[src/common/power_fail_defines.vh]
`ifndef POWER_FAIL_DEFINES_VH
`define POWER_FAIL_DEFINES_VH

// byte offsets of the register map
`define OFF_POWERFAIL_CONFIG 12'h0510
`define OFF_SCRATCH_A 12'h051C
`define OFF_SCRATCH_B 12'h0520
`define OFF_BUCK_ENABLE 12'h0578
`define OFF_MAIN_SUPPLY 12'h0640
`define OFF_IRQ_STATUS 12'h0700
`define OFF_IRQ_MASK 12'h0704

// powerfail_config field positions
`define WARN_ENABLE_BIT 0
`define FAIL_LEVEL_LSB 1
`define FAIL_LEVEL_MSB 4
`define HIGH_LEVEL_LSB 8
`define HIGH_LEVEL_MSB 11
`define POWERFAIL_CONFIG_MASK 32'h0000_0F1F

// reset values
`define RESET_POWERFAIL_CONFIG 32'h0000_0000
`define RESET_SCRATCH 32'h0000_0000
`define RESET_BUCK_ENABLE 32'h0000_0000

// threshold codes in tenths of a volt
`define FAIL_LEVEL_BASE_CODE 4'h4
`define FAIL_LEVEL_BASE_DV 8'h11
`define HIGH_LEVEL_BASE_DV 8'h1B

`endif

[src/hdl/threshold_select.v]
`timescale 1ns/1ps
`default_nettype none
`include "power_fail_defines.vh"

module threshold_select
(
    // configuration
    input wire [3:0] fail_level,
    input wire [3:0] high_rail_fail_level,
    input wire high_voltage_mode,
    // selected threshold, tenths of a volt
    output reg [7:0] threshold_dv,
    output reg level_legal
);
    always @*
    begin
        if (high_voltage_mode)
        begin
            // high rail code 0 is 2.7 V, 0.1 V per step
            threshold_dv = `HIGH_LEVEL_BASE_DV + {4'h0, high_rail_fail_level};
            level_legal = 1'b1;
        end
        else
        begin
            // code 4 is 1.7 V, 0.1 V per step up to 2.8 V
            threshold_dv = `FAIL_LEVEL_BASE_DV + {4'h0, fail_level}
                - {4'h0, `FAIL_LEVEL_BASE_CODE};
            level_legal = (fail_level >= `FAIL_LEVEL_BASE_CODE);
        end
    end
endmodule
`default_nettype wire

[src/hdl/power_fail_regs.v]
// Local design decision: the Wishbone interface to the registers.
`timescale 1ns/1ps
`default_nettype none
`include "power_fail_defines.vh"

// Overview of operation
// - warn_enable bit turns power-fail warning on
// - normal codes 4..15 give 1.7..2.8 V
// - fail_level applies in normal supply mode only
// - high rail codes 0..15 give 2.7..4.2 V
// - high rail level used only in high mode
// - powerfail_config at 0x510, resets zero
// - two retained scratch registers, reset zero
// - buck_converter_enable register at 0x578
// - main_supply_state reports main supply state
module power_fail_regs
(
    // clock and reset
    input wire clock,
    input wire rst_n,
    input wire clock_enable,
    // wishbone slave
    input wire wb_cyc_i,
    input wire wb_stb_i,
    input wire wb_we_i,
    input wire [11:0] wb_adr_i,
    input wire [3:0] wb_sel_i,
    input wire [31:0] wb_dat_i,
    output reg [31:0] wb_dat_o,
    output wire wb_ack_o,
    // analog side
    input wire supply_below_threshold,
    input wire high_voltage_mode,
    input wire [31:0] main_supply_status_in,
    output reg warn_enable,
    output reg [3:0] fail_level,
    output reg [3:0] high_rail_fail_level,
    output reg [7:0] threshold_dv,
    output reg buck_enable,
    // interrupt
    output wire irq
);
    reg [31:0] retained_scratch_a;
    reg [31:0] retained_scratch_b;
    reg [31:0] buck_converter_enable;
    reg [31:0] main_supply_state;
    reg [1:0] irq_status;
    reg [1:0] irq_mask;
    reg ack;
    reg below_s1;
    reg below_s2;
    reg below_s3;
    reg below_state;
    reg illegal_seen;
    wire [7:0] next_threshold;
    wire level_legal;
    wire access;
    wire wr;
    wire warn_event;
    wire illegal_event;
    reg [31:0] next_rdata;

    function [31:0] byte_merge;
        input [31:0] old_value;
        input [31:0] new_value;
        input [3:0] sel;
        integer i;
        begin
            for (i = 0; i < 4; i = i + 1)
            begin
                byte_merge[i*8 +: 8] = sel[i] ? new_value[i*8 +: 8] : old_value[i*8 +: 8];
            end
        end
    endfunction

    threshold_select u_threshold
    (
        .fail_level(fail_level),
        .high_rail_fail_level(high_rail_fail_level),
        .high_voltage_mode(high_voltage_mode),
        .threshold_dv(next_threshold),
        .level_legal(level_legal)
    );

    assign access = wb_cyc_i && wb_stb_i && !ack;
    assign wr = access && wb_we_i && clock_enable;
    assign wb_ack_o = ack;
    assign irq = |(irq_status & irq_mask);

    // warning fires on the agreed falling edge of the supply
    assign warn_event = warn_enable && (below_s2 == below_s3) && below_s3 && !below_state;
    assign illegal_event = warn_enable && !level_legal && !high_voltage_mode && !illegal_seen;

    always @*
    begin
        next_rdata = 32'h0000_0000;
        case (wb_adr_i)
            `OFF_POWERFAIL_CONFIG:
            begin
                next_rdata[`WARN_ENABLE_BIT] = warn_enable;
                next_rdata[`FAIL_LEVEL_MSB:`FAIL_LEVEL_LSB] = fail_level;
                next_rdata[`HIGH_LEVEL_MSB:`HIGH_LEVEL_LSB] = high_rail_fail_level;
            end
            `OFF_SCRATCH_A: next_rdata = retained_scratch_a;
            `OFF_SCRATCH_B: next_rdata = retained_scratch_b;
            `OFF_BUCK_ENABLE: next_rdata = buck_converter_enable;
            `OFF_MAIN_SUPPLY: next_rdata = main_supply_state;
            `OFF_IRQ_STATUS: next_rdata = {30'h0000_0000, irq_status};
            `OFF_IRQ_MASK: next_rdata = {30'h0000_0000, irq_mask};
            default: next_rdata = 32'h0000_0000;
        endcase
    end

    always @(posedge clock)
    begin
        if (!rst_n)
        begin
            warn_enable <= 1'b0;
            fail_level <= 4'h0;
            high_rail_fail_level <= 4'h0;
            retained_scratch_a <= `RESET_SCRATCH;
            retained_scratch_b <= `RESET_SCRATCH;
            buck_converter_enable <= `RESET_BUCK_ENABLE;
            buck_enable <= 1'b0;
            main_supply_state <= 32'h0000_0000;
            threshold_dv <= 8'h00;
            irq_status <= 2'b00;
            irq_mask <= 2'b00;
            ack <= 1'b0;
            wb_dat_o <= 32'h0000_0000;
            below_s1 <= 1'b0;
            below_s2 <= 1'b0;
            below_s3 <= 1'b0;
            below_state <= 1'b0;
            illegal_seen <= 1'b0;
        end
        else if (clock_enable)
        begin
            ack <= access;
            below_s1 <= supply_below_threshold;
            below_s2 <= below_s1;
            below_s3 <= below_s2;
            if (below_s2 == below_s3)
            begin
                below_state <= below_s3;
            end
            main_supply_state <= main_supply_status_in;
            threshold_dv <= next_threshold;
            buck_enable <= buck_converter_enable[0];
            illegal_seen <= warn_enable && !level_legal && !high_voltage_mode;
            if (access)
            begin
                wb_dat_o <= next_rdata;
            end
            if (wr)
            begin
                case (wb_adr_i)
                    `OFF_POWERFAIL_CONFIG:
                    begin
                        if (wb_sel_i[0])
                        begin
                            warn_enable <= wb_dat_i[`WARN_ENABLE_BIT];
                            fail_level <= wb_dat_i[`FAIL_LEVEL_MSB:`FAIL_LEVEL_LSB];
                        end
                        if (wb_sel_i[1])
                        begin
                            high_rail_fail_level <= wb_dat_i[`HIGH_LEVEL_MSB:`HIGH_LEVEL_LSB];
                        end
                    end
                    `OFF_SCRATCH_A:
                        retained_scratch_a <= byte_merge(retained_scratch_a, wb_dat_i, wb_sel_i);
                    `OFF_SCRATCH_B:
                        retained_scratch_b <= byte_merge(retained_scratch_b, wb_dat_i, wb_sel_i);
                    `OFF_BUCK_ENABLE:
                        buck_converter_enable <= byte_merge(buck_converter_enable, wb_dat_i,
                            wb_sel_i);
                    `OFF_IRQ_MASK:
                        if (wb_sel_i[0])
                        begin
                            irq_mask <= wb_dat_i[1:0];
                        end
                    default:
                    begin
                    end
                endcase
            end
            // set wins over write-one-to-clear
            irq_status[0] <= warn_event |
                (irq_status[0] & ~(wr && wb_adr_i == `OFF_IRQ_STATUS && wb_sel_i[0] && wb_dat_i[0]));
            irq_status[1] <= illegal_event |
                (irq_status[1] & ~(wr && wb_adr_i == `OFF_IRQ_STATUS && wb_sel_i[0] && wb_dat_i[1]));
        end
    end
endmodule
`default_nettype wire

[config.mk]
export PLATFORM = sky130hd
export DESIGN_NAME = power_fail_regs
export DESIGN_NICKNAME = d
export VERILOG_FILES = /design/src/hdl/threshold_select.v /design/src/hdl/power_fail_regs.v
export VERILOG_INCLUDE_DIRS = /design/src /design/src/common
export SDC_FILE = /design/constraint.sdc
export NUM_CORES = 1
export LEC_CHECK = 0
export BUFFER_PORTS_ARGS = -buffer_cell sky130_fd_sc_hd__buf_2
export CORE_ASPECT_RATIO = 0.7
export CORE_MARGIN = 2
export CORE_UTILIZATION = 35
export CTS_CLUSTER_SIZE = 12
export DETAILED_ROUTE_END_ITERATION = 8
export PLACE_DENSITY = 0.61
export SLEW_MARGIN = 25
export SYNTH_ARGS = -nofsm -noshare
export SYNTH_HDL_FRONTEND = slang
export SYNTH_SLANG_ARGS = --single-unit
[constraint.sdc]
create_clock -name clock -period 2.25 [get_ports clock]
set_clock_uncertainty 0.05 [all_clocks]
set_input_delay 0.45 -clock clock [delete_from_list [all_inputs] [get_ports clock]]
set_output_delay 0.45 -clock clock [all_outputs]
set_load 0.005 [all_outputs]
After elaboration in Yosys (flattened, before gate mapping):

Cells that the tools add are included.

* register bits after elaboration: 188
* input bits: 88
* output and inout port bits: 52
* logic and storage cells: 89

* add/subtract/negate cells: 3
* order comparisons: 1
* equal/unequal tests: 8
* muxes and demuxes: 6
* bitwise operators: 7
* reduce and logical (&&, ||, !) cells: 37

Operators with widths (count)
* == test 12 x 11 -> 1 bit (second input constant): 7
* one-hot mux 20 bit (4 select lines): 1
* AND reduction 4 bit: 15
* one-hot mux 5 bit (7 select lines): 1
* one-hot mux 4 bit (5 select lines): 1
* logical AND 1 bit: 14
* adder 5 x 4 -> 6 bit (first input constant): 2
* one-hot mux 3 bit (4 select lines): 1
* 2-to-1 mux 8 bit: 1
* subtractor 8 x 3 -> 8 bit (second input constant): 1
* logical NOT 1 bit: 5
* greater-or-equal comparator 4 x 3 -> 1 bit (second input constant): 1
* AND reduction 2 bit: 2
* AND 1 bit: 2
* AND 2 bit: 1
* inverter 1 bit: 2
* bitwise OR 1 bit: 2
* OR reduction 2 bit: 1
* == test 1 bit: 1
* 2-to-1 mux 1 bit: 1

Logic depth before layout (Yosys ltp):

Gate-level depths: netlist (run 1).

* depth after elaboration: 10
* depth in mapped cells: 8
* mapped depth without buffers: 7

Cells and area by module:

From an unflattened synthesis (run 1), not the netlist that was laid out.

* cell total of the unflattened synthesis: 939
* area total of the unflattened synthesis: 8192.9 um^2

By module, submodules not included
* power_fail_regs: instances 1, cells an instance 914, area an instance 8007.7 um^2
* threshold_select: instances 1, cells an instance 25, area an instance 185.2 um^2

Worst setup path before layout (run 1):

Ideal clock, no wire load.

* path type: input-to-reg
* from: input port clock_enable
* to: register irq_mask[1]
* library setup time: 0.128 ns
* arrival: 1.690 ns
* data required time: 2.072 ns
* setup slack: 0.383 ns
* stages on the path: 6
* path buffers: 1
* cells stage by stage: and4b_1 buf_4 nand3_4 or4_1 mux2i_1 nor2_1

* cells in the longest elaborated chain, start to end: 2

RTL lines
* start: declaration: RTL line power_fail_regs.v:21 `input wire clock_enable,`
* logical AND 1 bit: RTL line power_fail_regs.v:86 `assign wr = access && wb_we_i && clock_enable;`
* AND reduction 4 bit (no source line) (*)
* end signal: assignment: RTL line power_fail_regs.v:180 `irq_mask <= wb_dat_i[1:0];`
* end: declaration: RTL line power_fail_regs.v:48 `reg [1:0] irq_mask;`

Mark *: on every way between the ends. The rest lies on a longest branch, timed or not.
A chain may end at the register's enable or synchronous reset.

Final worst setup path (run 1):

* from: register ack (netlist: wb_ack_o)
* to: register wb_dat_o[4]

* cells in the longest elaborated chain, start to end: 3

RTL lines
* start: declaration: RTL line power_fail_regs.v:49 `reg ack;`
* start signal: assignment: RTL line power_fail_regs.v:139 `ack <= access;`
* logical NOT 1 bit: RTL line power_fail_regs.v:85 `assign access = wb_cyc_i && wb_stb_i && !ack;`
* logical AND 1 bit: RTL line power_fail_regs.v:85
* AND reduction 2 bit (no source line)
* end signal: assignment: RTL line power_fail_regs.v:153 `wb_dat_o <= next_rdata;`
* end: declaration: RTL line power_fail_regs.v:29 `output reg [31:0] wb_dat_o,`

No other way between the ends.

==> parameters.txt, run 1 <==
Parameter                              Value

STA
  Normalized max-slew margin    0.542
  Setup repair after global routing missed its margin    false
  Number of pins with negative max-slew slack in the final report    0
  Transition at the pin with the smallest max-transition slack    679 ps
  Top achievable clock speed    0.510 GHz
  Setup violation total in the final timing report    0
  Hold violation total from the final report    0
  Final critical delay including setup and external delays    1960 ps
  Final period utilization    0.872
  Final hold slack    184 ps

Cells and area
  Finished Core Util    0.441
  Footprint of the multi-input gates    3820 um^2
  Relative area change from synthesis to final layout    22.7%
  Number of inserted filler cells in the final layout    2,183
  N_diodes    0
  Proportion of layout cells with a drive suffix above 1    0.234
  Final nets    1,064
  Sequential standard cell area    3760 um^2

Synthesis
  Sequential fraction of the synthesis area    0.479
  Area fraction in compound gates after synthesis    0.171
  Prevailing post-synth register cell    sky130_fd_sc_hd__dfxtp_1
  Mux contribution to synthesized area    0.141
  Synthesized area    7860 um^2
  Most instantiated library cell after synthesis    sky130_fd_sc_hd__dfxtp_1
  Area share of and/or/nand/nor cells after synthesis    0.163
  Register bit count reported by yosys    188
  Share of flip-flops with an asynchronous set or reset after synthesis    0
  Largest family of logic cells by synthesized area    compound AO/OA/AOI/OAI gates
  Count of distinct cell types in the synthesized netlist    57
  Area leader, netlist    sky130_fd_sc_hd__dfxtp_1
  Total nets after synthesis    923
  Cells after synthesis    832
  Top cell type's share of synthesized area    0.479
  XOR/XNOR Fraction of Synth Area    0.00557
  Number of enable flip-flop cells after synthesis    0
  Ranking of synthesized cells by instance count    sky130_fd_sc_hd__dfxtp_1, sky130_fd_sc_hd__nor2_1, sky130_fd_sc_hd__mux2i_1, sky130_fd_sc_hd__nand2_1, sky130_fd_sc_hd__a21oi_1
  Area share of fa/ha/maj cells after synthesis    0.00478
  Mean instance size in the synthesized netlist    9.45 um^2
  Number of warnings reported in the yosys synthesis log    0
  Leading cell types by total area after synthesis    sky130_fd_sc_hd__dfxtp_1, sky130_fd_sc_hd__mux2i_1, sky130_fd_sc_hd__nor2_1, sky130_fd_sc_hd__a21oi_1, sky130_fd_sc_hd__nand2_1

Global route
  Grt peak-use layer    met1
  Total grt overflow    0
  Met1 track utilization from global routing    0.280
  Wire length of the first global-routing pass    34.8 mm
  Met2 usage    0.271
  Global routing usage on met3    0.0528
  Number of global-route vias before repair    6,123
  Antenna violations before repair    1
  Largest net degree at the start of global routing    153
  Total global routing track utilization    0.189

Setup path
  Crit start category    flip-flop
  Worst r2r path cells    6
  Slack of the worst reg-to-reg path    290 ps
  Worst-path fanout max    11
  Start of the worst register-to-register path    wb_ack_o$_SDFFE_PN0P_
  Reg-to-reg critical path endpoint    wb_dat_o[4]$_SDFFE_PN0P_
  Required time reported for the critical path endpoint    2480 ps
  Largest stage delay, worst path    570 ps
  CP cell instances    and4b_1, buf_12, buf_4, o211ai_1, o41ai_2, a211oi_1
  Launch point of the worst path    wb_ack_o$_SDFFE_PN0P_
  Critical path arrival    2200 ps
  Kind of critical path    flip-flop to flip-flop
  Capturing element type of the critical path    flip-flop
  Worst path slowest cell    sky130_fd_sc_hd__o41ai_2

Power and ir drop
  Reported leakage power    3.65 nW
  Sequential cell fraction of total power    0.493
  Power Dens Cells    715 nW/um^2
  Switching pwr    1.69 mW
  Design internal power    5.20 mW
  Post-layout power    6.89 mW
  Relative contribution of combinational cells to total power    0.054
  Maximum VDD drop    0.506 mV
  Switching share of power    0.246
  Share of total power in the clock network    0.453

Placed design
  HPWL Detailed    15.5 mm
  Routability cong.    0.779
  Number of I/O port buffers    139

Die
  IO Pins    140
  Area of the core region    21,800 um^2
  Die Y-Extent    129 um
  Die ar.    23,700 um^2
  Initial core utilization    0.360
  Horizontal die dimension    183 um
  Cell row count    45

Detailed routing
  Number of DRC markers in iteration 0    495
  Antenna violation net count after detailed routing    0
  Routed length per placed instance    17.7 um
  Number of remaining DRC errors    0
  Number of iterations in the first detailed-routing pass    5
  Detail-routed via count per cell    5.27
  Total number of vias    6,681
  Total detailed-routing wirelength    22.5 mm

Worst hold path
  Hold path depth    3
  Start point of the worst hold path    main_supply_status_in[22]
  End point of the worst hold path    main_supply_state[22]$_SDFFE_PN0P_
  Type of the tightest min-delay check    input port to flip-flop

Clock tree
  Clock-pin transition on the worst setup and hold timing paths    80 ps
  Total clock buffers created by CTS    17
  CTS resizes    0
  Number of buffers on the longest clock path    2
  Worst-Skew Late Latency    440 ps
  Number of H-tree branching levels    4
  Root cell of the clock tree    sky130_fd_sc_hd__clkbuf_16
  Sinks on the clock net    188
  Total of hold buffers inserted after clock tree synthesis    0
  TritonCTS clock tree    done
  Post-CTS Setup Inserts    0

Outcome
  Outcome    completed

Run
  Max-capacitance violation count    0
[worst max path at each step]
stage | end | slack (ps)
after floorplan | irq_mask[1]$_SDFFE_PN0P_ | 380
after global placement | retained_scratch_b[3]$_SDFFE_PN0P_ | -5
after detailed placement | retained_scratch_b[4]$_SDFFE_PN0P_ | 0.6
after CTS | irq_mask[1]$_SDFFE_PN0P_ | 310
after global routing | retained_scratch_a[3]$_SDFFE_PN0P_ | 210
final | wb_dat_o[4]$_SDFFE_PN0P_ | 290
[worst max-delay path: cells and delay by family, from the launching register on]
kind | cells | cell delay, ps
buffers and inverters | 2 | 340
flip-flops | 1 | 340
AO/OA/AOI/OAI | 3 | 780
AND/OR/NAND/NOR | 1 | 300
[cell usage in the layout, fill, tap and decap left out, types with 3 or more instances in the layout]
cell / instances
sky130_fd_sc_hd__o21ai_0: 40
sky130_fd_sc_hd__nor2_1: 136
sky130_fd_sc_hd__and3_1: 3
sky130_fd_sc_hd__inv_1: 5
sky130_fd_sc_hd__a211oi_1: 10
sky130_fd_sc_hd__clkbuf_16: 17
sky130_fd_sc_hd__nand3_1: 9
sky130_fd_sc_hd__nand4_1: 4
sky130_fd_sc_hd__inv_6: 6
sky130_fd_sc_hd__dfxtp_1: 188
sky130_fd_sc_hd__nand2_1: 64
sky130_fd_sc_hd__o21ai_1: 23
sky130_fd_sc_hd__buf_4: 29
sky130_fd_sc_hd__a222oi_1: 7
sky130_fd_sc_hd__nor3_1: 10
sky130_fd_sc_hd__a21oi_1: 51
sky130_fd_sc_hd__nand4b_1: 3
sky130_fd_sc_hd__mux2i_1: 111
sky130_fd_sc_hd__a22o_1: 26
sky130_fd_sc_hd__inv_8: 3
sky130_fd_sc_hd__ha_1: 3
sky130_fd_sc_hd__a22oi_1: 7
sky130_fd_sc_hd__xnor2_1: 3
sky130_fd_sc_hd__a221oi_1: 27
sky130_fd_sc_hd__buf_2: 139
sky130_fd_sc_hd__buf_12: 8
sky130_fd_sc_hd__nor2_4: 9
[cell type report]
class / count / share of cell area
Multi-Input combinational cell: 583 / 0.396
Sequential cell: 188 / 0.390
Timing Repair Buffer: 176 / 0.111
Clock buffer: 17 / 0.0441
Tap cell: 282 / 0.0366
Clock inverter: 15 / 0.0183
Inverter: 7 / 0.00298
[layer usage]
| metal | wire, um | part of all wire |
|---|---|---|
| met1 | 11400 | 0.51 |
| met2 | 9250 | 0.41 |
| met3 | 1560 | 0.069 |
| met4 | 235 | 0.010 |
| met5 | 13 | 0.00058 |
[state kept, by name, summed over array words and instances (netlist names), 2 cells and up]
register	flops
irq_status	2
high_rail_fail_level	4
wb_dat_o	32
threshold_dv	8
fail_level	4
irq_mask	2
retained_scratch_a	32
buck_converter_enable	32
retained_scratch_b	32
main_supply_state	32
[power by group through the flow]
| stage | registers [mW] | clock network, mW | logic, mW |
|---|---|---|---|
| 5_1_grt | 3.40 | 3.34 | 0.410 |
| 3_3_place_gp | 3.48 | 0 | 0.374 |
| 3_5_place_dp | 3.48 | 0 | 0.374 |
| 2_1_floorplan | 3.47 | 0 | 0.175 |
| 6_report | 3.40 | 3.12 | 0.374 |
| 4_1_cts | 3.40 | 3.19 | 0.375 |
[stage by stage]
stage | setup slack [ps] | instances | area, um^2 | setup TNS [ps]
2_1_floorplan | 383 | 832 | 7860 | 0
3_3_place_gp | -5.06 | 1236 | 9040 | -5.06
3_5_place_dp | 0.558 | 1236 | 9040 | 0
4_1_cts | 309 | 1268 | 9640 | 0
5_1_grt | 208 | 1268 | 9640 | 0
6_report | 288 | 1268 | 9640 | 0
[cell families (layout without fill, tap and decap cells)]
family                   count (synthesis)  count (layout)
multiplexers                           111             111
adder cells (fa/ha/maj)                  3               3
XOR/XNOR                                 5               5
flip-flops                             188             188
AO/OA/AOI/OAI                          202             202
buffers and inverters                   61             215
AND/OR/NAND/NOR                        262             262
No activity file was read; power rests on OpenSTA's default activity.
==> inputs of run 2 (changes only) <==
Settings changed: CTS_CLUSTER_DIAMETER set to 100, MAX_ROUTING_LAYER set to met4.
==> parameters.txt, run 2 (synthesis gave the netlist of run 1 again) <==
Parameter                              Value

Outcome
  Outcome    completed (unchanged)

Global route
  Largest net degree at the start of global routing    153 (unchanged)
  Number of global-route vias before repair    6,124 (was 6,123)
  Antenna violations before repair    1 (unchanged)
  Total grt overflow    0 (unchanged)
  Wire length of the first global-routing pass    34.8 mm (about the same)
  Total global routing track utilization    0.196 (was 0.189)

Setup path
  Slack of the worst reg-to-reg path    290 ps (about the same)
  Crit start category    flip-flop (unchanged)
  Required time reported for the critical path endpoint    2480 ps (about the same)
  Start of the worst register-to-register path    wb_ack_o$_SDFFE_PN0P_ (unchanged)
  Largest stage delay, worst path    570 ps (about the same)
  Kind of critical path    flip-flop to flip-flop (unchanged)
  Reg-to-reg critical path endpoint    wb_dat_o[4]$_SDFFE_PN0P_ (unchanged)
  Worst path slowest cell    sky130_fd_sc_hd__o41ai_2 (unchanged)
  Cell family contributing the most delay on the critical path    compound AO/OA/AOI/OAI gates (unchanged)
  Number of buffers and inverters on the critical path    2 (unchanged)
  CP cell instances    and4b_1, buf_12, buf_4, o211ai_1, o41ai_2, a211oi_1 (unchanged)
  Critical path arrival    2200 ps (about the same)
  Launch point of the worst path    wb_ack_o$_SDFFE_PN0P_ (unchanged)
  Worst-path fanout max    11 (unchanged)
  Worst r2r path cells    6 (unchanged)
  Capturing element type of the critical path    flip-flop (unchanged)

Cells and area
  Number of inserted filler cells in the final layout    2,182 (was 2,183)
  Most common cell after layout, fill and taps aside    sky130_fd_sc_hd__dfxtp_1 (unchanged)
  Relative area change from synthesis to final layout    22.7% (about the same)
  Proportion of layout cells with a drive suffix above 1    0.234 (unchanged)
  Final nets    1,064 (unchanged)
  Most frequent cells in the layout    sky130_fd_sc_hd__dfxtp_1, sky130_fd_sc_hd__buf_2, sky130_fd_sc_hd__nor2_1 (unchanged)
  Final non-filler cell area    9650 um^2 (was 9640 um^2)

STA
  Final critical delay including setup and external delays    1960 ps (about the same)
  Setup violation total in the final timing report    0 (unchanged)
  Final period utilization    0.873 (was 0.872)
  Number of pins with negative max-slew slack in the final report    0 (unchanged)
  Top achievable clock speed    0.509 GHz (was 0.510 GHz)
  Normalized max-slew margin    0.543 (was 0.542)
  Transition at the pin with the smallest max-transition slack    678 ps (was 679 ps)
  Hold violation total from the final report    0 (unchanged)
  Setup repair after global routing missed its margin    false (unchanged)
  Total negative slack for setup checks    0 ps (unchanged)
  Worst path setup slack after routing    285 ps (was 288 ps)

Power and ir drop
  Sequential cell fraction of total power    0.493 (about the same)
  Relative contribution of combinational cells to total power    0.054 (about the same)
  Design internal power    5.20 mW (about the same)
  Reported leakage power    3.65 nW (about the same)
  Switching pwr    1.69 mW (about the same)
  Switching share of power    0.245 (was 0.246)
  Power Dens Cells    714 nW/um^2 (was 715 nW/um^2)
  Maximum VDD drop    0.501 mV (was 0.506 mV)
  Share of total power in the clock network    0.452 (was 0.453)

Worst hold path
  End point of the worst hold path    main_supply_state[22]$_SDFFE_PN0P_ (unchanged)
  Start point of the worst hold path    main_supply_status_in[22] (unchanged)
  Hold path depth    3 (unchanged)
  Type of the tightest min-delay check    input port to flip-flop (unchanged)

Clock tree
  Clock-pin transition on the worst setup and hold timing paths    80 ps (about the same)
  CTS resizes    0 (unchanged)
  Total clock buffers created by CTS    17 (unchanged)
  TritonCTS clock tree    done (unchanged)
  Sinks on the clock net    188 (unchanged)
  Post-CTS Setup Inserts    0 (unchanged)
  Total of hold buffers inserted after clock tree synthesis    0 (unchanged)
  Number of H-tree branching levels    4 (unchanged)
  Number of buffers on the longest clock path    2 (unchanged)
  Root cell of the clock tree    sky130_fd_sc_hd__clkbuf_16 (unchanged)
  Worst-Skew Late Latency    440 ps (about the same)

Detailed routing
  Met1 wire length    11.5 mm (was 11.4 mm)
  Top sig layer    met4 (was met5)
  Number of remaining DRC errors    0 (unchanged)
  Antenna violation net count after detailed routing    0 (unchanged)
  Number of DRC markers in iteration 0    521 (was 495)
  Detail-routed via count per cell    5.26 (was 5.27)
  Total met3 wirelength after detailed routing    1.41 mm (was 1.56 mm)
  Wire length on met2    9.30 mm (was 9.25 mm)
  Routed length per placed instance    17.7 um (about the same)
  Number of iterations in the first detailed-routing pass    5 (unchanged)
  Total detailed-routing wirelength    22.5 mm (about the same)
  Total number of vias    6,671 (was 6,681)

Die
  Area of the core region    21,800 um^2 (unchanged)
  Horizontal die dimension    183 um (unchanged)
  IO Pins    140 (unchanged)
  Cell row count    45 (unchanged)
  Initial core utilization    0.360 (unchanged)
  Die ar.    23,700 um^2 (unchanged)
  Die Y-Extent    129 um (unchanged)

Placed design
  HPWL Detailed    15.5 mm (unchanged)
  Placed cell area    9040 um^2 (unchanged)
  Routability cong.    0.790 (was 0.779)
  Number of I/O port buffers    139 (unchanged)
  Pre-CTS setup slack    0.558 ps (unchanged)

Run
  Max-capacitance violation count    0 (unchanged)
==> run 2: power groups by stage <==
stage          Combinational, mW  Sequential, mW  Clock, mW
2_1_floorplan              0.175            3.47          0
3_3_place_gp               0.374            3.48          0
3_5_place_dp               0.374            3.48          0
4_1_cts                    0.375            3.40       3.19
5_1_grt                    0.410            3.40       3.34
6_report                   0.374            3.40       3.12
==> run 2: worst max path at each step <==
stage | to | cells past startpoint
2_1_floorplan | irq_mask[1]$_SDFFE_PN0P_ | 6
3_3_place_gp | retained_scratch_b[3]$_SDFFE_PN0P_ | 7
3_5_place_dp | retained_scratch_b[4]$_SDFFE_PN0P_ | 7
4_1_cts | irq_mask[1]$_SDFFE_PN0P_ | 6
5_1_grt | retained_scratch_a[3]$_SDFFE_PN0P_ | 7
6_report | wb_dat_o[4]$_SDFFE_PN0P_ | 6
==> run 2: worst min-delay path, cell delays in order <==
cell                      delay, ps
sky130_fd_sc_hd__buf_2           70
sky130_fd_sc_hd__mux2i_1         50
sky130_fd_sc_hd__nor2_1          70
==> run 2: cell type report <==
class | count | area [um^2] | share of cell area
clock inverters | 15 | 176 | 0.0183
flip-flops and latches | 188 | 3760 | 0.390
inverters | 7 | 28.8 | 0.00298
diodes | 1 | 2.50 | 0.000259
clock buffers | 17 | 425 | 0.0441
well taps | 282 | 353 | 0.0366
repair buffers | 176 | 1070 | 0.111
multi-input cells | 583 | 3820 | 0.396
==> run 2: through the flow <==
stage	utilization	hold slack, ps	instances	total power [mW]
floorplan	-	387	832	3.64
global placement	0.414	388	1236	3.85
detailed placement	0.414	395	1236	3.85
CTS	0.441	173	1268	6.97
global route	0.442	181	1269	7.16
finish	0.442	185	1269	6.89
==> run 2: per-layer routing <==
layer  track usage  up-vias
li1              -     3278
met1         0.283     3184
met2         0.270      197
met3        0.0500       12
met4        0.0452        0
met5             -        -
==> inputs of run 3 (changes only) <==
Settings changed: CORE_ASPECT_RATIO 0.7 to 2.
==> parameters.txt, run 3 (synthesis gave the netlist of run 1 again) <==
Parameter                              Value

Setup path
  Largest stage delay, worst path    350 ps (was 570 ps)
  CP cell instances    and4b_1, buf_12, nand3_4, buf_4, nor2_4, mux2i_1, nor2_1 (was and4b_1, buf_12, buf_4, o211ai_1, o41ai_2, a211oi_1)
  Worst-path fanout max    15 (was 11)
  Capturing element type of the critical path    flip-flop (unchanged)
  Worst path slowest cell    sky130_fd_sc_hd__nor2_4 (was sky130_fd_sc_hd__o41ai_2)
  Critical path arrival    2230 ps (was 2200 ps)
  Crit start category    flip-flop (unchanged)
  Kind of critical path    flip-flop to flip-flop (unchanged)
  Required time reported for the critical path endpoint    2520 ps (was 2480 ps)

Cells and area
  Most common cell after layout, fill and taps aside    sky130_fd_sc_hd__dfxtp_1 (unchanged)
  Final nets    1,066 (was 1,064)
  Most frequent cells in the layout    sky130_fd_sc_hd__dfxtp_1, sky130_fd_sc_hd__buf_2, sky130_fd_sc_hd__nor2_1 (unchanged)
  Proportion of layout cells with a drive suffix above 1    0.236 (was 0.234)
  Number of inserted filler cells in the final layout    2,198 (was 2,182)
  Relative area change from synthesis to final layout    23.4% (was 22.7%)
  Final standard cell count with taps included and fillers excluded    1,264 (was 1,269)
  N_diodes    0 (was 1)

Die
  Initial core utilization    0.356 (was 0.360)
  Die Y-Extent    216 um (was 129 um)
  Cell row count    77 (was 45)
  Horizontal die dimension    110 um (was 183 um)
  IO Pins    140 (unchanged)
  Area of the core region    22,100 um^2 (was 21,800 um^2)
  Die ar.    23,700 um^2 (about the same)

Placed design
  Routability cong.    0.899 (was 0.790)
  Pre-CTS setup slack    23.8 ps (was 0.558 ps)
  Number of I/O port buffers    139 (unchanged)
  Placed cell count    1,232 (was 1,236)
  HPWL Detailed    16.5 mm (was 15.5 mm)

Global route
  Met1 track utilization from global routing    0.211 (was 0.283)
  Number of global-route vias before repair    6,529 (was 6,124)
  Global routing usage on met3    0.0329 (was 0.0500)
  Total grt overflow    0 (unchanged)
  Total global routing track utilization    0.201 (was 0.196)
  Wire length of the first global-routing pass    35.0 mm (was 34.8 mm)
  Antenna violations before repair    0 (was 1)
  Grt peak-use layer    met2 (was met1)
  Met2 usage    0.352 (was 0.270)
  Largest net degree at the start of global routing    125 (was 153)

STA
  Worst path setup slack after routing    283 ps (was 285 ps)
  Setup repair after global routing missed its margin    false (unchanged)
  Final period utilization    0.874 (was 0.873)
  Normalized max-slew margin    0.600 (was 0.543)
  Total negative slack for setup checks    0 ps (unchanged)
  Top achievable clock speed    0.508 GHz (was 0.509 GHz)
  Transition at the pin with the smallest max-transition slack    594 ps (was 678 ps)
  Hold violation total from the final report    0 (unchanged)
  Setup violation total in the final timing report    0 (unchanged)
  Number of pins with negative max-slew slack in the final report    0 (unchanged)
  Final critical delay including setup and external delays    1970 ps (was 1960 ps)

Power and ir drop
  Power Dens Cells    704 nW/um^2 (was 714 nW/um^2)
  Reported leakage power    3.67 nW (was 3.65 nW)
  Maximum VDD drop    0.465 mV (was 0.501 mV)

Clock tree
  Number of buffers on the longest clock path    2 (unchanged)
  CTS resizes    0 (unchanged)
  Post-CTS Setup Inserts    0 (unchanged)
  Sinks on the clock net    188 (unchanged)
  Number of H-tree branching levels    4 (unchanged)
  Total of hold buffers inserted after clock tree synthesis    0 (unchanged)
  TritonCTS clock tree    done (unchanged)
  Root cell of the clock tree    sky130_fd_sc_hd__clkbuf_16 (unchanged)
  Clock-pin transition on the worst setup and hold timing paths    70 ps (was 80 ps)
  Worst-Skew Late Latency    440 ps (about the same)
  Total clock buffers created by CTS    17 (unchanged)

Outcome
  Outcome    completed (unchanged)

Worst hold path
  Type of the tightest min-delay check    input port to flip-flop (unchanged)

Detailed routing
  Number of iterations in the first detailed-routing pass    5 (unchanged)
  Routed length per placed instance    18.0 um (was 17.7 um)
  Number of remaining DRC errors    0 (unchanged)
  Total number of vias    6,642 (was 6,671)
  Number of DRC markers in iteration 0    284 (was 521)
  Antenna violation net count after detailed routing    0 (unchanged)
  Total detailed-routing wirelength    22.7 mm (was 22.5 mm)
  Detail-routed via count per cell    5.25 (was 5.26)

Run
  Max-capacitance violation count    0 (unchanged)
run 3: cell types whose count changed in the layout (fill, tap and decap cells not counted), sizes merged:
cell | previous run | this run
clkbuf | 17 | 20
clkinvlp | 1 | 4
inv | 15 | 9
buf | 176 | 178
diode | 1 | 0
run 3: worst max-delay path: cells and delay by family (launching register included):
kind | cells | cell delay, ps
AND/OR/NAND/NOR | 4 | 820
buffers and inverters | 2 | 400
flip-flops | 1 | 340
multiplexers | 1 | 240
run 3: per-layer routing:
metal	vias up	share of wire
met5	-	0
met1	3183	0.38
met2	154	0.54
met3	42	0.037
li1	3263	-
met4	0	0.043
run 3: cell type report:
class	instances	area, um^2	area share
Timing Repair Buffer	178	1140	0.117
Inverter	7	28.8	0.00297
Tap cell	276	345	0.0356
Multi-Input combinational cell	583	3820	0.394
Sequential cell	188	3760	0.388
Clock inverter	12	135	0.0139
Clock buffer	20	467	0.0481
run 3: metrics by stage:
| stage | util | hold WS, ps | power [mW] | cell area [um^2] |
|---|---|---|---|---|
| finish | 0.440 | 190 | 6.83 | 9700 |
| global placement | 0.412 | 385 | 3.85 | 9100 |
| global route | 0.440 | 192 | 7.08 | 9700 |
| CTS | 0.440 | 179 | 6.91 | 9700 |
| floorplan | - | 387 | 3.64 | 7860 |
| detailed placement | 0.412 | 388 | 3.86 | 9100 |
run 3: worst paths after layout:
check	start	to	slack (ps)	depth (start not counted)
max	wb_ack_o$_SDFFE_PN0P_	retained_scratch_a[2]$_SDFFE_PN0P_	280	7
min	main_supply_status_in[1]	main_supply_state[1]$_SDFFE_PN0P_	190	3
max reg2reg	wb_ack_o$_SDFFE_PN0P_	retained_scratch_a[2]$_SDFFE_PN0P_	280	7
min reg2reg	wb_dat_o[25]$_SDFFE_PN0P_	wb_dat_o[25]$_SDFFE_PN0P_	390	2
run 3: report_power, final:
| group | total (mW) | switching (mW) | internal (mW) |
|---|---|---|---|
| Clock | 3.06 | 1.32 | 1.73 |
| Sequential | 3.40 | 0.0302 | 3.37 |
| Combinational | 0.376 | 0.226 | 0.149 |
